<file path="src/epio_cfg.svh">
// Purpose: Offsets, reset values and codes of the eight-pin port
// Assumes: Byte-wide register port, one word per offset
// Notes: Included by the package and the port module
`ifndef EPIO_CFG_SVH
`define EPIO_CFG_SVH

// Register offsets
`define EPIO_OFS_LATCH 8'h00
`define EPIO_OFS_DIR 8'h01
`define EPIO_OFS_OPT 8'h02
`define EPIO_OFS_SENS 8'h03

// Reset values
`define EPIO_RST_BYTE 8'h00
`define EPIO_RST_SENS 2'h0

// Sensitivity codes
`define EPIO_SENS_FALL_LOW 2'h0
`define EPIO_SENS_RISE 2'h1
`define EPIO_SENS_FALL 2'h2
`define EPIO_SENS_BOTH 2'h3

// Field width of the sensitivity control
`define EPIO_SENS_W 2

`endif

</file>
<file path="src/epio_pkg.sv">
// Purpose: Types shared by the eight-pin port and its users
// Assumes: Constants come from epio_cfg.svh
// Notes: Carries the register port and peripheral groups
`include "epio_cfg.svh"

package epio_pkg;

    // Register port request from the processor
    typedef struct packed {
        logic [7:0] addr;
        logic [7:0] wdata;
        logic wr;
        logic rd;
    } epio_bus_req_type;

    // Signals of on-chip peripherals that may take a pin
    typedef struct packed {
        logic [7:0] out_en;
        logic [7:0] out_val;
        logic [7:0] out_od;
        logic [7:0] in_en;
    } epio_alt_type;

    // Edge or level sensitivity of the interrupt group
    typedef logic [`EPIO_SENS_W-1:0] epio_sens_type;

endpackage

</file>
<file path="src/epio_port.sv">
// Purpose: Eight-pin general purpose port with alternate functions
// Assumes: One clock, pins already buffered by pads outside
// Notes: All eight pins share one external interrupt request
`timescale 1ns/1ps
`include "epio_cfg.svh"

module epio_port #(
    parameter logic [7:0] PULLUP_CAP = 8'hFF,
    parameter logic [7:0] IRQ_CAP = 8'hFF,
    parameter logic [7:0] PUSHPULL_CAP = 8'hFF,
    parameter logic [7:0] TRUE_OD = 8'h00
) (
    input wire logic clk,
    input wire logic sys_rst,
    input wire epio_pkg::epio_bus_req_type bus_req,
    output logic [7:0] bus_rdata,
    input wire logic [7:0] pin_in,
    output logic [7:0] pin_out,
    output logic [7:0] pin_oe_n,
    output logic [7:0] pull_en,
    input wire epio_pkg::epio_alt_type alt,
    output logic [7:0] alt_in,
    input wire logic cpu_irq_mask,
    input wire logic irq_vector_fetch,
    output logic ext_irq_req
);

    // Software-visible registers
    logic [7:0] pin_output_latch_reg;
    logic [7:0] pin_direction_reg;
    logic [7:0] pin_option_select_reg;
    epio_pkg::epio_sens_type interrupt_sensitivity_ctrl_reg;

    // Synchroniser stages and previous sample
    logic [7:0] pin_meta_reg;
    logic [7:0] pin_sync_reg;
    logic [7:0] pin_prev_reg;

    // Interrupt request latch, hidden from software
    logic irq_latch_reg;

    // Per-pin decoded configuration
    logic [7:0] out_mode;
    logic [7:0] drive_val;
    logic [7:0] open_drain;
    logic [7:0] drive_on;
    logic [7:0] irq_en;
    logic [7:0] pin_evt;
    logic [7:0] pin_low_en;
    logic [7:0] read_view;
    logic [7:0] pin_out_next;
    logic [7:0] pin_oe_n_next;
    logic [7:0] pull_en_next;
    logic [7:0] alt_in_next;
    logic [7:0] bus_rdata_next;
    logic any_evt;
    logic level_req;
    logic wr_latch;
    logic wr_dir;
    logic wr_opt;
    logic wr_sens;
    logic rd_hit;
    logic [3:0] reg_sel;
    logic sens_clr;

    // Pad limits folded once; a true open-drain pad can neither pull nor push,
    // so a peripheral asking for push-pull on such a pad only gets open-drain
    localparam logic [7:0] PULL_OK = PULLUP_CAP & ~TRUE_OD;
    localparam logic [7:0] PUSH_OK = PUSHPULL_CAP & ~TRUE_OD;

    // Edge detector for one pin under the chosen sensitivity
    function automatic logic epio_edge(
        input epio_pkg::epio_sens_type mode,
        input logic prev,
        input logic cur
    );
        logic rise;
        logic fall;
        rise = cur & ~prev;
        fall = prev & ~cur;
        case (mode)
            `EPIO_SENS_RISE: epio_edge = rise;
            `EPIO_SENS_BOTH: epio_edge = rise | fall;
            default: epio_edge = fall;
        endcase
    endfunction

    // One-hot register select, shared by write decode and read mux
    // so a write and a read of one offset always reach the same register
    function automatic logic [3:0] epio_sel(
        input logic [7:0] addr
    );
        epio_sel = 4'h0;
        if (addr == `EPIO_OFS_LATCH) begin
            epio_sel = 4'h1;
        end else if (addr == `EPIO_OFS_DIR) begin
            epio_sel = 4'h2;
        end else if (addr == `EPIO_OFS_OPT) begin
            epio_sel = 4'h4;
        end else if (addr == `EPIO_OFS_SENS) begin
            epio_sel = 4'h8;
        end
    endfunction

    // Address decode of the register port
    always_comb begin
        reg_sel = epio_sel(bus_req.addr);
        wr_latch = bus_req.wr & reg_sel[0];
        wr_dir = bus_req.wr & reg_sel[1];
        wr_opt = bus_req.wr & reg_sel[2];
        wr_sens = bus_req.wr & reg_sel[3];
        rd_hit = |reg_sel;
    end

    // Only a write that alters the code drops a pending request
    assign sens_clr = wr_sens
        & (bus_req.wdata[`EPIO_SENS_W-1:0] != interrupt_sensitivity_ctrl_reg);

    // Data latch; written in every mode, drives only outputs
    always_ff @(posedge clk or posedge sys_rst) begin
        if (sys_rst) begin
            pin_output_latch_reg <= `EPIO_RST_BYTE;
        end else if (wr_latch) begin
            pin_output_latch_reg <= bus_req.wdata;
        end
    end

    // Direction register
    always_ff @(posedge clk or posedge sys_rst) begin
        if (sys_rst) begin
            pin_direction_reg <= `EPIO_RST_BYTE;
        end else if (wr_dir) begin
            pin_direction_reg <= bus_req.wdata;
        end
    end

    // Option register
    always_ff @(posedge clk or posedge sys_rst) begin
        if (sys_rst) begin
            pin_option_select_reg <= `EPIO_RST_BYTE;
        end else if (wr_opt) begin
            pin_option_select_reg <= bus_req.wdata;
        end
    end

    // Sensitivity control, low bits of its byte
    always_ff @(posedge clk or posedge sys_rst) begin
        if (sys_rst) begin
            interrupt_sensitivity_ctrl_reg <= `EPIO_RST_SENS;
        end else if (wr_sens) begin
            interrupt_sensitivity_ctrl_reg <= bus_req.wdata[`EPIO_SENS_W-1:0];
        end
    end

    // Two flops before any logic sees a pin; third is edge history
    always_ff @(posedge clk or posedge sys_rst) begin
        if (sys_rst) begin
            pin_meta_reg <= 8'h00;
            pin_sync_reg <= 8'h00;
            pin_prev_reg <= 8'h00;
        end else begin
            pin_meta_reg <= pin_in;
            pin_sync_reg <= pin_meta_reg;
            pin_prev_reg <= pin_sync_reg;
        end
    end

    // Per-pin mode decode, each pin on its own bits
    genvar gi;
    generate
        for (gi = 0; gi < 8; gi = gi + 1) begin : g_pin
            // Peripheral output wins over direction and latch
            assign out_mode[gi] = alt.out_en[gi] | pin_direction_reg[gi];
            assign drive_val[gi] = alt.out_en[gi] ? alt.out_val[gi]
                                                  : pin_output_latch_reg[gi];
            // Pad limits apply to the peripheral too: no push on weak pads
            assign open_drain[gi] = ~PUSH_OK[gi]
                | (alt.out_en[gi] ? alt.out_od[gi]
                   : ~pin_option_select_reg[gi]);
            // Open-drain high releases the pin
            assign drive_on[gi] = out_mode[gi]
                & (~drive_val[gi] | ~open_drain[gi]);
            // Pull-up only on capable, non-true-open-drain inputs
            assign pull_en_next[gi] = ~out_mode[gi] & pin_option_select_reg[gi]
                & PULL_OK[gi];
            // Interrupt input: input mode, option set, capable pad
            assign irq_en[gi] = ~pin_direction_reg[gi]
                & pin_option_select_reg[gi] & IRQ_CAP[gi];
            assign pin_evt[gi] = irq_en[gi] & epio_edge(interrupt_sensitivity_ctrl_reg,
                pin_prev_reg[gi], pin_sync_reg[gi]);
            assign pin_low_en[gi] = irq_en[gi] & ~pin_sync_reg[gi];
            // Read view: latch, peripheral output or pin level
            assign read_view[gi] = pin_direction_reg[gi] ? pin_output_latch_reg[gi]
                : (alt.out_en[gi] ? alt.out_val[gi]
                   : pin_sync_reg[gi]);
            // Peripheral input sees the latch on output pins
            assign alt_in_next[gi] = alt.in_en[gi]
                & (pin_direction_reg[gi] ? pin_output_latch_reg[gi]
                   : pin_sync_reg[gi]);
        end
    endgenerate

    // Pin drive values; high-z is left to the pad
    always_comb begin
        pin_out_next = drive_val;
        pin_oe_n_next = ~drive_on;
    end

    // Pads are driven from flops to avoid glitches on pins
    always_ff @(posedge clk or posedge sys_rst) begin
        if (sys_rst) begin
            pin_out <= 8'h00;
            pin_oe_n <= 8'hFF;
            pull_en <= 8'h00;
            alt_in <= 8'h00;
        end else begin
            pin_out <= pin_out_next;
            pin_oe_n <= pin_oe_n_next;
            pull_en <= pull_en_next;
            alt_in <= alt_in_next;
        end
    end

    // All enabled sources merged onto the one vector
    assign any_evt = |pin_evt;
    // Low-level mode also asserts while any source sits low
    assign level_req = (interrupt_sensitivity_ctrl_reg == `EPIO_SENS_FALL_LOW)
                       & (|pin_low_en);

    // Request latch; a new event beats fetch or sensitivity clear
    always_ff @(posedge clk or posedge sys_rst) begin
        if (sys_rst) begin
            irq_latch_reg <= 1'b0;
        end else if (any_evt) begin
            irq_latch_reg <= 1'b1;
        end else if (irq_vector_fetch) begin
            irq_latch_reg <= 1'b0;
        end else if (sens_clr) begin
            irq_latch_reg <= 1'b0;
        end
    end

    // Request reaches the processor only when unmasked
    always_ff @(posedge clk or posedge sys_rst) begin
        if (sys_rst) begin
            ext_irq_req <= 1'b0;
        end else begin
            ext_irq_req <= (irq_latch_reg | level_req) & ~cpu_irq_mask;
        end
    end

    // Read mux; unmapped offsets read as zero
    always_comb begin
        bus_rdata_next = 8'h00;
        if (reg_sel[0]) begin
            bus_rdata_next = read_view;
        end else if (reg_sel[1]) begin
            bus_rdata_next = pin_direction_reg;
        end else if (reg_sel[2]) begin
            bus_rdata_next = pin_option_select_reg;
        end else if (reg_sel[3]) begin
            bus_rdata_next = {6'h00, interrupt_sensitivity_ctrl_reg};
        end
    end

    // Read data stands one cycle after the strobe, else zero
    always_ff @(posedge clk or posedge sys_rst) begin
        if (sys_rst) begin
            bus_rdata <= 8'h00;
        end else if (bus_req.rd & rd_hit) begin
            bus_rdata <= bus_rdata_next;
        end else begin
            bus_rdata <= 8'h00;
        end
    end

endmodule

</file>
<file path="config.mk">
export PLATFORM = sky130hd
export DESIGN_NAME = epio_port
export DESIGN_NICKNAME = d
export VERILOG_FILES = /design/src/epio_pkg.sv /design/src/epio_port.sv
export VERILOG_INCLUDE_DIRS = /design/src /design/src/src
export SDC_FILE = /design/constraint.sdc
export NUM_CORES = 1
export LEC_CHECK = 0
export ABC_AREA = 0
export ABC_CLOCK_PERIOD_IN_PS = 8500
export BUFFER_PORTS_ARGS = -buffer_cell sky130_fd_sc_hd__buf_2
export CORE_UTILIZATION = 57
export DETAILED_ROUTE_END_ITERATION = 6
export GPL_TIMING_DRIVEN = 0
export PLACE_DENSITY = 0.82
export SETUP_SLACK_MARGIN = 0.02
export SLEW_MARGIN = 25
export SYNTH_ARGS = -nofsm -noshare
export SYNTH_HDL_FRONTEND = slang
export SYNTH_SLANG_ARGS = --single-unit
</file>
<file path="constraint.sdc">
create_clock -name clk -period 8.5 [get_ports clk]
set_clock_uncertainty 0.2 [all_clocks]
set_input_delay 0.425 -clock clk [delete_from_list [all_inputs] [get_ports clk]]
set_output_delay 0.425 -clock clk [all_outputs]
set_load 0.05 [all_outputs]
</file>
# ---- Word-level counts from Yosys, hierarchy flattened
# Cells that the tools add are included.
dict set report word_totals {
  ff_bits 92
  out_inout_bits 41
  in_bits 62
  wordCells 241
}
dict set report op_classes {
  n_mux 60
  n_reduce_logical 6
  n_eq_ne 6
  bitwise_logic 155
}
# cell n
set ops {}
lappend ops {{AND 1 bit} 72}
lappend ops {{inverter 1 bit} 57}
lappend ops {{two-way mux 1 bit} 43}
lappend ops {{two-way mux 8 bit} 4}
lappend ops {{OR 1 bit} 25}
lappend ops {{== test 8 x 2 -> 1 bit (second input constant)} 2}
lappend ops {{two-way mux 4 bit} 4}
lappend ops {{one-hot mux 1 bit (2 select lines)} 8}
lappend ops {{OR reduction 8 bit} 2}
lappend ops {{== test 8 x 1 -> 1 bit (second input constant)} 1}
lappend ops {{logical NOT 8 bit} 1}
lappend ops {{inverter 8 bit} 1}
lappend ops {{OR reduction 4 bit} 1}
lappend ops {{nonzero test 3 bit} 1}
lappend ops {{== test 2 x 1 -> 1 bit (second input constant)} 1}
lappend ops {{== test 2 bit (second input constant)} 1}
lappend ops {{logical NOT 2 bit} 1}
lappend ops {{two-way mux 2 bit} 1}
lappend ops {{inequality test 2 bit} 1}

# ---- Depth between registers and ports, before layout
# Gate-level depths: netlist of run 1.
dict set report logic_depth {
  ltp_word 10
  mapped_depth 7
}

# ---- Least setup slack after synthesis of run 1
# No wires, ideal clock.
dict set report synth_path {
  kind {input -> register}
  from {in bus_req[17] (netlist bit)}
  to {reg irq_latch_reg}
  arrival_time_ns 1.895
  n_path_buf 0
  t_required_ns 8.176
  stages 5
  setup_time_ns 0.124
  setup_slack_ns 6.281
  path_cell_list {or4_4 -> or4_4 -> o21ai_1 -> nand4_1 -> a211o_1}
}
dict set report synth_via {
  elab_chain_cells 8
  elab_cells_between_ends 11
}
# item line_no
set synth_rtl {}
lappend synth_rtl {{start: declaration} epio_port.sv:15} ;# input wire epio_pkg::epio_bus_req_type bus_req,
lappend synth_rtl {{== test 8 x 2 -> 1 bit (no line)} -}
lappend synth_rtl {{two-way mux 4 bit} epio_port.sv:100} ;# end else if (addr == `EPIO_OFS_SENS) begin
lappend synth_rtl {{two-way mux 4 bit} epio_port.sv:98} ;# end else if (addr == `EPIO_OFS_OPT) begin
lappend synth_rtl {{two-way mux 4 bit} epio_port.sv:96} ;# end else if (addr == `EPIO_OFS_DIR) begin
lappend synth_rtl {{two-way mux 4 bit *} epio_port.sv:94} ;# if (addr == `EPIO_OFS_LATCH) begin
lappend synth_rtl {{AND 1 bit *} epio_port.sv:111} ;# wr_sens = bus_req.wr & reg_sel[3];
lappend synth_rtl {{AND 1 bit *} epio_port.sv:116} ;# assign sens_clr = wr_sens
lappend synth_rtl {{nonzero test 3 bit (no line) *} -}
lappend synth_rtl {{end signal: assignment} epio_port.sv:233} ;# irq_latch_reg <= 1'b0;
lappend synth_rtl {{end signal: assignment} epio_port.sv:235} ;# irq_latch_reg <= 1'b1;
lappend synth_rtl {{end signal: assignment} epio_port.sv:237} ;# irq_latch_reg <= 1'b0;
lappend synth_rtl {{end: declaration} epio_port.sv:40} ;# logic irq_latch_reg;
# Every way passes the cells marked *; elsewhere a longest branch is shown, timed or not.
# A chain may end at the register's enable or synchronous reset.

# ---- Final worst setup path of run 1
dict set report layout_path {
  from {in bus_req[17] (netlist bit)}
  to {reg pin_output_latch_reg[4]}
}
dict set report layout_via {
  elab_chain_cells 5
  elab_cells_between_ends 7
}
# item line_no
set layout_rtl {}
lappend layout_rtl {{== test 8 x 2 -> 1 bit (no line)} -}
lappend layout_rtl {{two-way mux 4 bit} epio_port.sv:98}
lappend layout_rtl {{two-way mux 4 bit} epio_port.sv:96}
lappend layout_rtl {{two-way mux 4 bit *} epio_port.sv:94}
lappend layout_rtl {{AND 1 bit *} epio_port.sv:108} ;# wr_latch = bus_req.wr & reg_sel[0];
lappend layout_rtl {{end signal: assignment} epio_port.sv:122} ;# pin_output_latch_reg <= `EPIO_RST_BYTE;
lappend layout_rtl {{end signal: assignment} epio_port.sv:124} ;# pin_output_latch_reg <= bus_req.wdata;
lappend layout_rtl {{end: declaration} epio_port.sv:29} ;# logic [7:0] pin_output_latch_reg;
# Marks and branches as above.

==> impl_metrics.env, run 1 <==
export IMPL_slew_headroom=0.438
export IMPL_viasPerCell=5.28
export IMPL_ios=103
export IMPL_dieArea_sq_um=7460
export IMPL_power_frac_clock=0.329
export IMPL_dp_cells=529
export IMPL_yosys_top_cells_count="dfrtp_1 (84), mux2_2 (34), nor2_1 (30)"
export IMPL_hold_class="in -> reg"
export IMPL_syn_nets=408
export IMPL_drc=0
export IMPL_synthTopCellsByArea="dfrtp_1 (52%), mux2_2 (9.4%), dfstp_2 (5.2%)"
export IMPL_syn2layout_area_growth_pct=23.4
export IMPL_crit_chain="buf_2, or4_4, nor3_2, nand2_1, nor3_4, mux2_2"
export IMPL_maxCapViolCount=0
export IMPL_end_kind="flip-flop"
export IMPL_ant_nets=0
export IMPL_power_share_combinational=0.142
export IMPL_post_route_period_util=0.276
export IMPL_slew_viol_final=0
export IMPL_clk_transition_reported_paths_ns=0.08
export IMPL_switching_share=0.260
export IMPL_grt_pass1_wl_um=13300
export IMPL_crit_required_ns=8.54
export IMPL_synth_cell_type_count=39
export IMPL_core_sq_um=6830
export IMPL_gp_congestion=0.825
export IMPL_layoutNonFillerInstCount=554
export IMPL_period_minus_slack_ns=2.35
export IMPL_cts_buffer_depth=2
export IMPL_grt_max_degree=50
export IMPL_clock_fmax_mhz=426
export IMPL_final_nets=531
export IMPL_worst_slew_pin_slew_ns=0.843
export IMPL_drt_initial_drc_count=151
export IMPL_cts_sinks=92
export IMPL_synth_async_reset_ratio=1.00
export IMPL_synth_most_common_cell="dfrtp_1"
export IMPL_globalRouteOverflowTotal=0
export IMPL_wl_per_cell_um=15.1
export IMPL_hpwlAfterDp_um=6020
export IMPL_cts_root_buf="clkbuf_8"
export IMPL_n_fill_cell=500
export IMPL_internal_power_w=0.000662
export IMPL_seqPwrFrac=0.530
export IMPL_rows=30
export IMPL_drtPass1Iterations=4
export IMPL_leakage_nw=2.54
export IMPL_crit_buf_inv=1
export IMPL_totalWireLength_um=8390
export IMPL_worst_ep_arrival_time_ns=2.38
export IMPL_cp_max_fo=8
export IMPL_antenna_cells=0
export IMPL_grt_antenna_before_repair=0
export IMPL_synth_area_per_cell_sq_um=12.3
export IMPL_yosys_warnings=0
export IMPL_crit_slowest_cell="or4_4"
export IMPL_port_buffers=102
export IMPL_drive_above_1_share=0.378
export IMPL_synth_top_cell_area_share=0.518
export IMPL_status="complete, no violations"
export IMPL_insertion_delay_ns=0.35
export IMPL_synth_edf_count=0
export IMPL_power_density_nw_per_um2=179
export IMPL_ys_ff_latch=92
export IMPL_rsz0062_at_grt="false"
export IMPL_critical_path_max_stage_delay_ns=0.55
export IMPL_initial_utilization=0.594
export IMPL_gr_usage_all_layers=0.238
export IMPL_grt_pass1_vias=2891
export IMPL_cts_resized=0
export IMPL_fp_dieH_um=86.4
export IMPL_num_vias=2925
export IMPL_ys_seq_area_frac=0.570
export IMPL_power_switching_w=0.000233
export IMPL_crit_family="simple AND/OR/NAND/NOR gates"
export IMPL_ir_drop_mv=0.102
export IMPL_numCtsBuffers=9
export IMPL_synth_largest_area_cell="dfrtp_1"
export IMPL_hold_viol_final=0
export IMPL_synth_cell_area_sq_um=4060
export IMPL_chipWidth_um=86.4
export IMPL_tns_ns=0
export IMPL_worstSetupPathType="in -> reg"
export IMPL_setup_viol=0
export IMPL_ys_flop_type="dfrtp_1"
export IMPL_h_tree_depth=3
export IMPL_worst_setup_path_start_kind="input pin"
export IMPL_synth_cells=330
export IMPL_cts_tree="done"
## power groups by stage
| stage | logic, W | clock network [W] | registers, W |
|---|---|---|---|
| final | 0.000127 | 0.000294 | 0.000474 |
| after global routing | 0.000139 | 0.000316 | 0.000477 |
| after global placement | 0.000119 | 0 | 0.000482 |
| after detailed placement | 0.000125 | 0 | 0.000483 |
| after floorplan | 0.0000529 | 0 | 0.000510 |
| after CTS | 0.000128 | 0.000298 | 0.000474 |
## worst register-to-register path, delay by kind of cell (launching register included)
kind	cells	cell delay [ns]
simple gates	3	0.56
flops	1	0.38
buf+inv	1	0.39
compound gates	2	0.42
## cell usage in the layout (no fill, tap or decap), drive strengths merged, types with 2 or more instances in the layout
master,count
a211oi,4
a21boi,8
a21oi,12
a2bb2oi,6
a31o,8
buf,104
clkbuf,19
dfrtp,84
dfstp,8
dlygate4sd3,9
ha,16
inv,17
mux2,34
mux2i,14
mux4,2
nand2,11
nand2b,24
nand3,2
nor2,30
nor2b,4
nor3,6
nor3b,3
nor4,2
o211ai,2
o21ai,10
o22ai,4
or4,3
xor2,2
## cell families (layout without fill, tap and decap cells)
logic type,count (synthesis),count (layout),share of synthesized area
AND/OR/NAND/NOR,90,90,0.120
AO/OA/AOI/OAI,57,57,0.0959
adder cells (fa/ha/maj),16,16,0.0493
XOR/XNOR,2,2,0.00432
flip-flops,92,92,0.570
multiplexers,50,50,0.140
buffers and inverters,23,151,0.0213
## repair_timing
item                                   4_1_cts  5_1_grt
endpoints found under the hold margin       47        0
hold buffers                                 9        0
buffers inserted                             0        0
## cell type report
class | instances | area (sq um) | area share
buffer | 6 | 22.5 | 0.00450
clock buffer | 14 | 163 | 0.0325
clock inverter | 2 | 35.0 | 0.00699
inverter | 17 | 68.8 | 0.0137
multi-input combinational | 215 | 1660 | 0.331
sequential | 92 | 2310 | 0.462
tap | 96 | 120 | 0.0240
timing repair buffer | 112 | 628 | 0.125
## worst paths after layout
| check | from | to | slack [ns] | cells past startpoint |
|---|---|---|---|---|
| setup / recovery | bus_req[17] | pin_output_latch_reg[4] | 6.15 | 6 |
| hold / removal | cpu_irq_mask | ext_irq_req | 0.02 | 2 |
| setup reg to reg | interrupt_sensitivity_ctrl_reg[0] | irq_latch_reg | 6.44 | 6 |
| hold reg to reg | pin_meta_reg[0] | pin_sync_reg[0] | 0.15 | 0 |
| max in group asynchronous | sys_rst | pin_oe_n[7] | 7.06 | 4 |
| min in group asynchronous | sys_rst | pin_out[4] | 0.43 | 3 |
## metal layers
| metal | part of all wire | GRT usage | up-vias |
|---|---|---|---|
| met5 | 0 | 0 | - |
| met3 | 0.051 | 0.0476 | 11 |
| li1 | - | - | 1406 |
| met1 | 0.44 | 0.300 | 1415 |
| met2 | 0.50 | 0.412 | 93 |
| met4 | 0.014 | 0.0803 | 0 |
## metrics by stage
step	setup slack, ns	hold slack, ns	utilization	area, sq um	total power (W)
after floorplan	5.50	0.131	-	4060	0.000563
after global placement	4.50	0.132	0.686	4690	0.000601
after detailed placement	5.77	0.136	0.691	4720	0.000607
after CTS	6.13	0.0148	0.733	5010	0.000900
after global routing	6.06	0.0138	0.733	5010	0.000932
final	6.15	0.0166	0.733	5010	0.000895
(Power assumes the default switching activity.)
==> run 2, diff against run 1 <==
--- a/config.mk
+++ b/config.mk
@@ -7,12 +7,12 @@
 export NUM_CORES = 1
 export LEC_CHECK = 0
 export ABC_AREA = 0
-export ABC_CLOCK_PERIOD_IN_PS = 8500
+export ABC_CLOCK_PERIOD_IN_PS = 2210
 export BUFFER_PORTS_ARGS = -buffer_cell sky130_fd_sc_hd__buf_2
-export CORE_UTILIZATION = 57
+export CORE_UTILIZATION = 53
 export DETAILED_ROUTE_END_ITERATION = 6
 export GPL_TIMING_DRIVEN = 0
-export PLACE_DENSITY = 0.82
+export PLACE_DENSITY = 0.77
 export SETUP_SLACK_MARGIN = 0.02
 export SLEW_MARGIN = 25
 export SYNTH_ARGS = -nofsm -noshare
==> constraint.sdc (replaced) <==
create_clock -name clk -period 2.21 [get_ports clk]
set_clock_uncertainty 0.2 [all_clocks]
set_input_delay 0.1105 -clock clk [delete_from_list [all_inputs] [get_ports clk]]
set_output_delay 0.1105 -clock clk [all_outputs]
set_load 0.05 [all_outputs]
==> run 2 against run 1 <==
  * The flow now finishes with violations (negative hold slack)
  * Clock power rose to 3.3 times the previous value
  * First-iteration DRC count increased by 21%
  * Routed wire length is 7.6% higher
  * Cell count up 9.9%
  * Count of clock-buffer cells in the layout down 5
==> impl_metrics.env, run 2 (synthesis gave the netlist of run 1 again) <==
export IMPL_status="finished, violations left"
export IMPL_violations="negative hold slack"
export IMPL_cts_buffer_depth=2
export IMPL_fin_hold_ws_ns=-0.0269
export IMPL_crit_slowest_cell="nand4b_1"
export IMPL_crit_family="buffers and inverters"
export IMPL_period_minus_slack_ns=2.05
export IMPL_cts_root_buf="clkbuf_8"
export IMPL_hpwlAfterDp_um=6070
export IMPL_gp_congestion=0.848
export IMPL_totalWireLength_um=9020
export IMPL_hold_class="in -> reg"
export IMPL_hold_path_end="interrupt_sensitivity_ctrl_reg[0]"
export IMPL_worstSetupPathType="in -> reg"
export IMPL_antenna_cells=0
export IMPL_ios=103
export IMPL_final_cell_mix="buf_2 (102), dfrtp_1 (84), dlygate4sd3_1 (59)"
export IMPL_cts_resized=0
export IMPL_grt_pass1_vias=3103
export IMPL_worstRegToRegCells=6
export IMPL_dieArea_sq_um=8010
export IMPL_slew_headroom=0.392
export IMPL_gr_usage_all_layers=0.253
export IMPL_worst_setup_path_start_kind="input pin"
export IMPL_wl_per_cell_um=14.8
export IMPL_dp_cells=534
export IMPL_port_buffers=102
export IMPL_initial_utilization=0.554
export IMPL_fp_dieH_um=89.5
export IMPL_end_kind="flip-flop"
export IMPL_insertion_delay_ns=0.36
export IMPL_n_fill_cell=516
export IMPL_power_w=0.00337
export IMPL_grt_pass1_wl_um=14700
export IMPL_slew_viol_final=0
export IMPL_viasPerCell=5.17
export IMPL_syn2layout_area_growth_pct=36.1
export IMPL_final_common_cell="buf_2"
export IMPL_post_route_period_util=0.926
export IMPL_drtPass1Iterations=4
export IMPL_hold_start="bus_req[15]"
export IMPL_drive_above_1_share=0.349
export IMPL_regToRegSetupSlack_ns=0.20
export IMPL_drt_initial_drc_count=182
export IMPL_rsz0062_at_grt="false"
export IMPL_h_tree_depth=3
export IMPL_cts_tree="done"
export IMPL_final_nets=583
export IMPL_num_vias=3151
export IMPL_grt_max_degree=30
export IMPL_hold_depth=3
export IMPL_rr_endpoint="irq_latch_reg"
export IMPL_post_cts_buffers=0
export IMPL_drc=0
export IMPL_globalRouteOverflowTotal=0
export IMPL_leakage_nw=2.74
export IMPL_setup_viol=0
export IMPL_critical_path_max_stage_delay_ns=0.69
export IMPL_hold_viol_final=2
export IMPL_cts_sinks=92
export IMPL_chipWidth_um=89.5
export IMPL_r2r_start="interrupt_sensitivity_ctrl_reg[0]"
export IMPL_crit_buf_inv=2
export IMPL_post_place_ws_ns=-0.190
export IMPL_crit_chain="buf_2, buf_1, nand4b_1, mux2_2"
export IMPL_power_density_nw_per_um2=609
export IMPL_cp_max_fo=10
export IMPL_crit_required_ns=2.25
export IMPL_worst_slew_pin_slew_ns=0.912
export IMPL_ir_drop_mv=0.343
export IMPL_clk_transition_reported_paths_ns=0.09
export IMPL_grt_antenna_before_repair=0
export IMPL_numCtsBuffers=9
export IMPL_core_sq_um=7330
export IMPL_layoutNonFillerInstCount=609
export IMPL_worst_ep_arrival_time_ns=2.09
export IMPL_fin_ws_ns=0.164
export IMPL_clock_fmax_mhz=489
export IMPL_ant_nets=0
export IMPL_maxCapViolCount=0
export IMPL_rows=31
==> run 2: metal layers <==
layer,track usage,up-vias,wire length (um)
met2,0.430,93,4640
met3,0.0416,13,446
met5,0,-,0
met1,0.326,1530,3800
met4,0.0996,0,139
li1,-,1515,-
==> run 2: repair_timing <==
item | 4_1_cts | 5_1_grt
endpoints found under the hold margin | 111 | 0
hold buffers | 60 | 0
setup endpoints to repair | 0 | 3
==> run 2: worst reg2reg max path: stages (launching register included) <==
cell      delay (ns)
dfrtp_1         0.39
clkbuf_1        0.37
nor3b_1         0.33
nor3_1          0.09
nor2_1          0.14
nand3b_1        0.09
a211o_1         0.30
==> run 2: worst max path at each step <==
stage	startpoint	endpoint	slack [ns]	cells after the start
6_report	bus_req[11]	pin_option_select_reg[4]	0.16	4
5_1_grt	bus_req[14]	pin_output_latch_reg[2]	0.05	6
4_1_cts	bus_req[14]	interrupt_sensitivity_ctrl_reg[1]	0.05	5
3_5_place_dp	bus_req[11]	pin_option_select_reg[4]	-0.19	4
3_3_place_gp	bus_req[11]	pin_option_select_reg[6]	-0.17	4
2_1_floorplan	bus_req[17]	irq_latch_reg	0.31	5
==> run 2: layout make-up <==
cell class	instances	area (sq um)	area share
buffer	6	22.5	0.00408
clock buffer	9	124	0.0224
clock inverter	7	43.8	0.00793
inverter	17	67.6	0.0122
multi-input combinational	215	1660	0.301
sequential	92	2310	0.419
tap	99	124	0.0224
timing repair buffer	164	1170	0.212
==> run 2: report_power, final <==
part	internal [W]	switching (W)	total [W]	leakage (nW)
clock network	0.000402	0.000571	0.000973	0.0848
logic	0.000261	0.000308	0.000569	1.48
registers	0.00177	0.0000550	0.00182	1.18
==> run 2: metrics by stage <==
step | util | TNS, ns | cell area [sq um] | hold WS (ns)
after detailed placement | 0.650 | -2.57 | 4760 | -0.0132
after global routing | 0.753 | 0 | 5520 | 0.00746
after CTS | 0.755 | 0 | 5530 | 0.00736
after floorplan | - | 0 | 4060 | -0.0581
after global placement | 0.641 | -2.05 | 4700 | 0.0183
final | 0.753 | 0 | 5520 | -0.0269
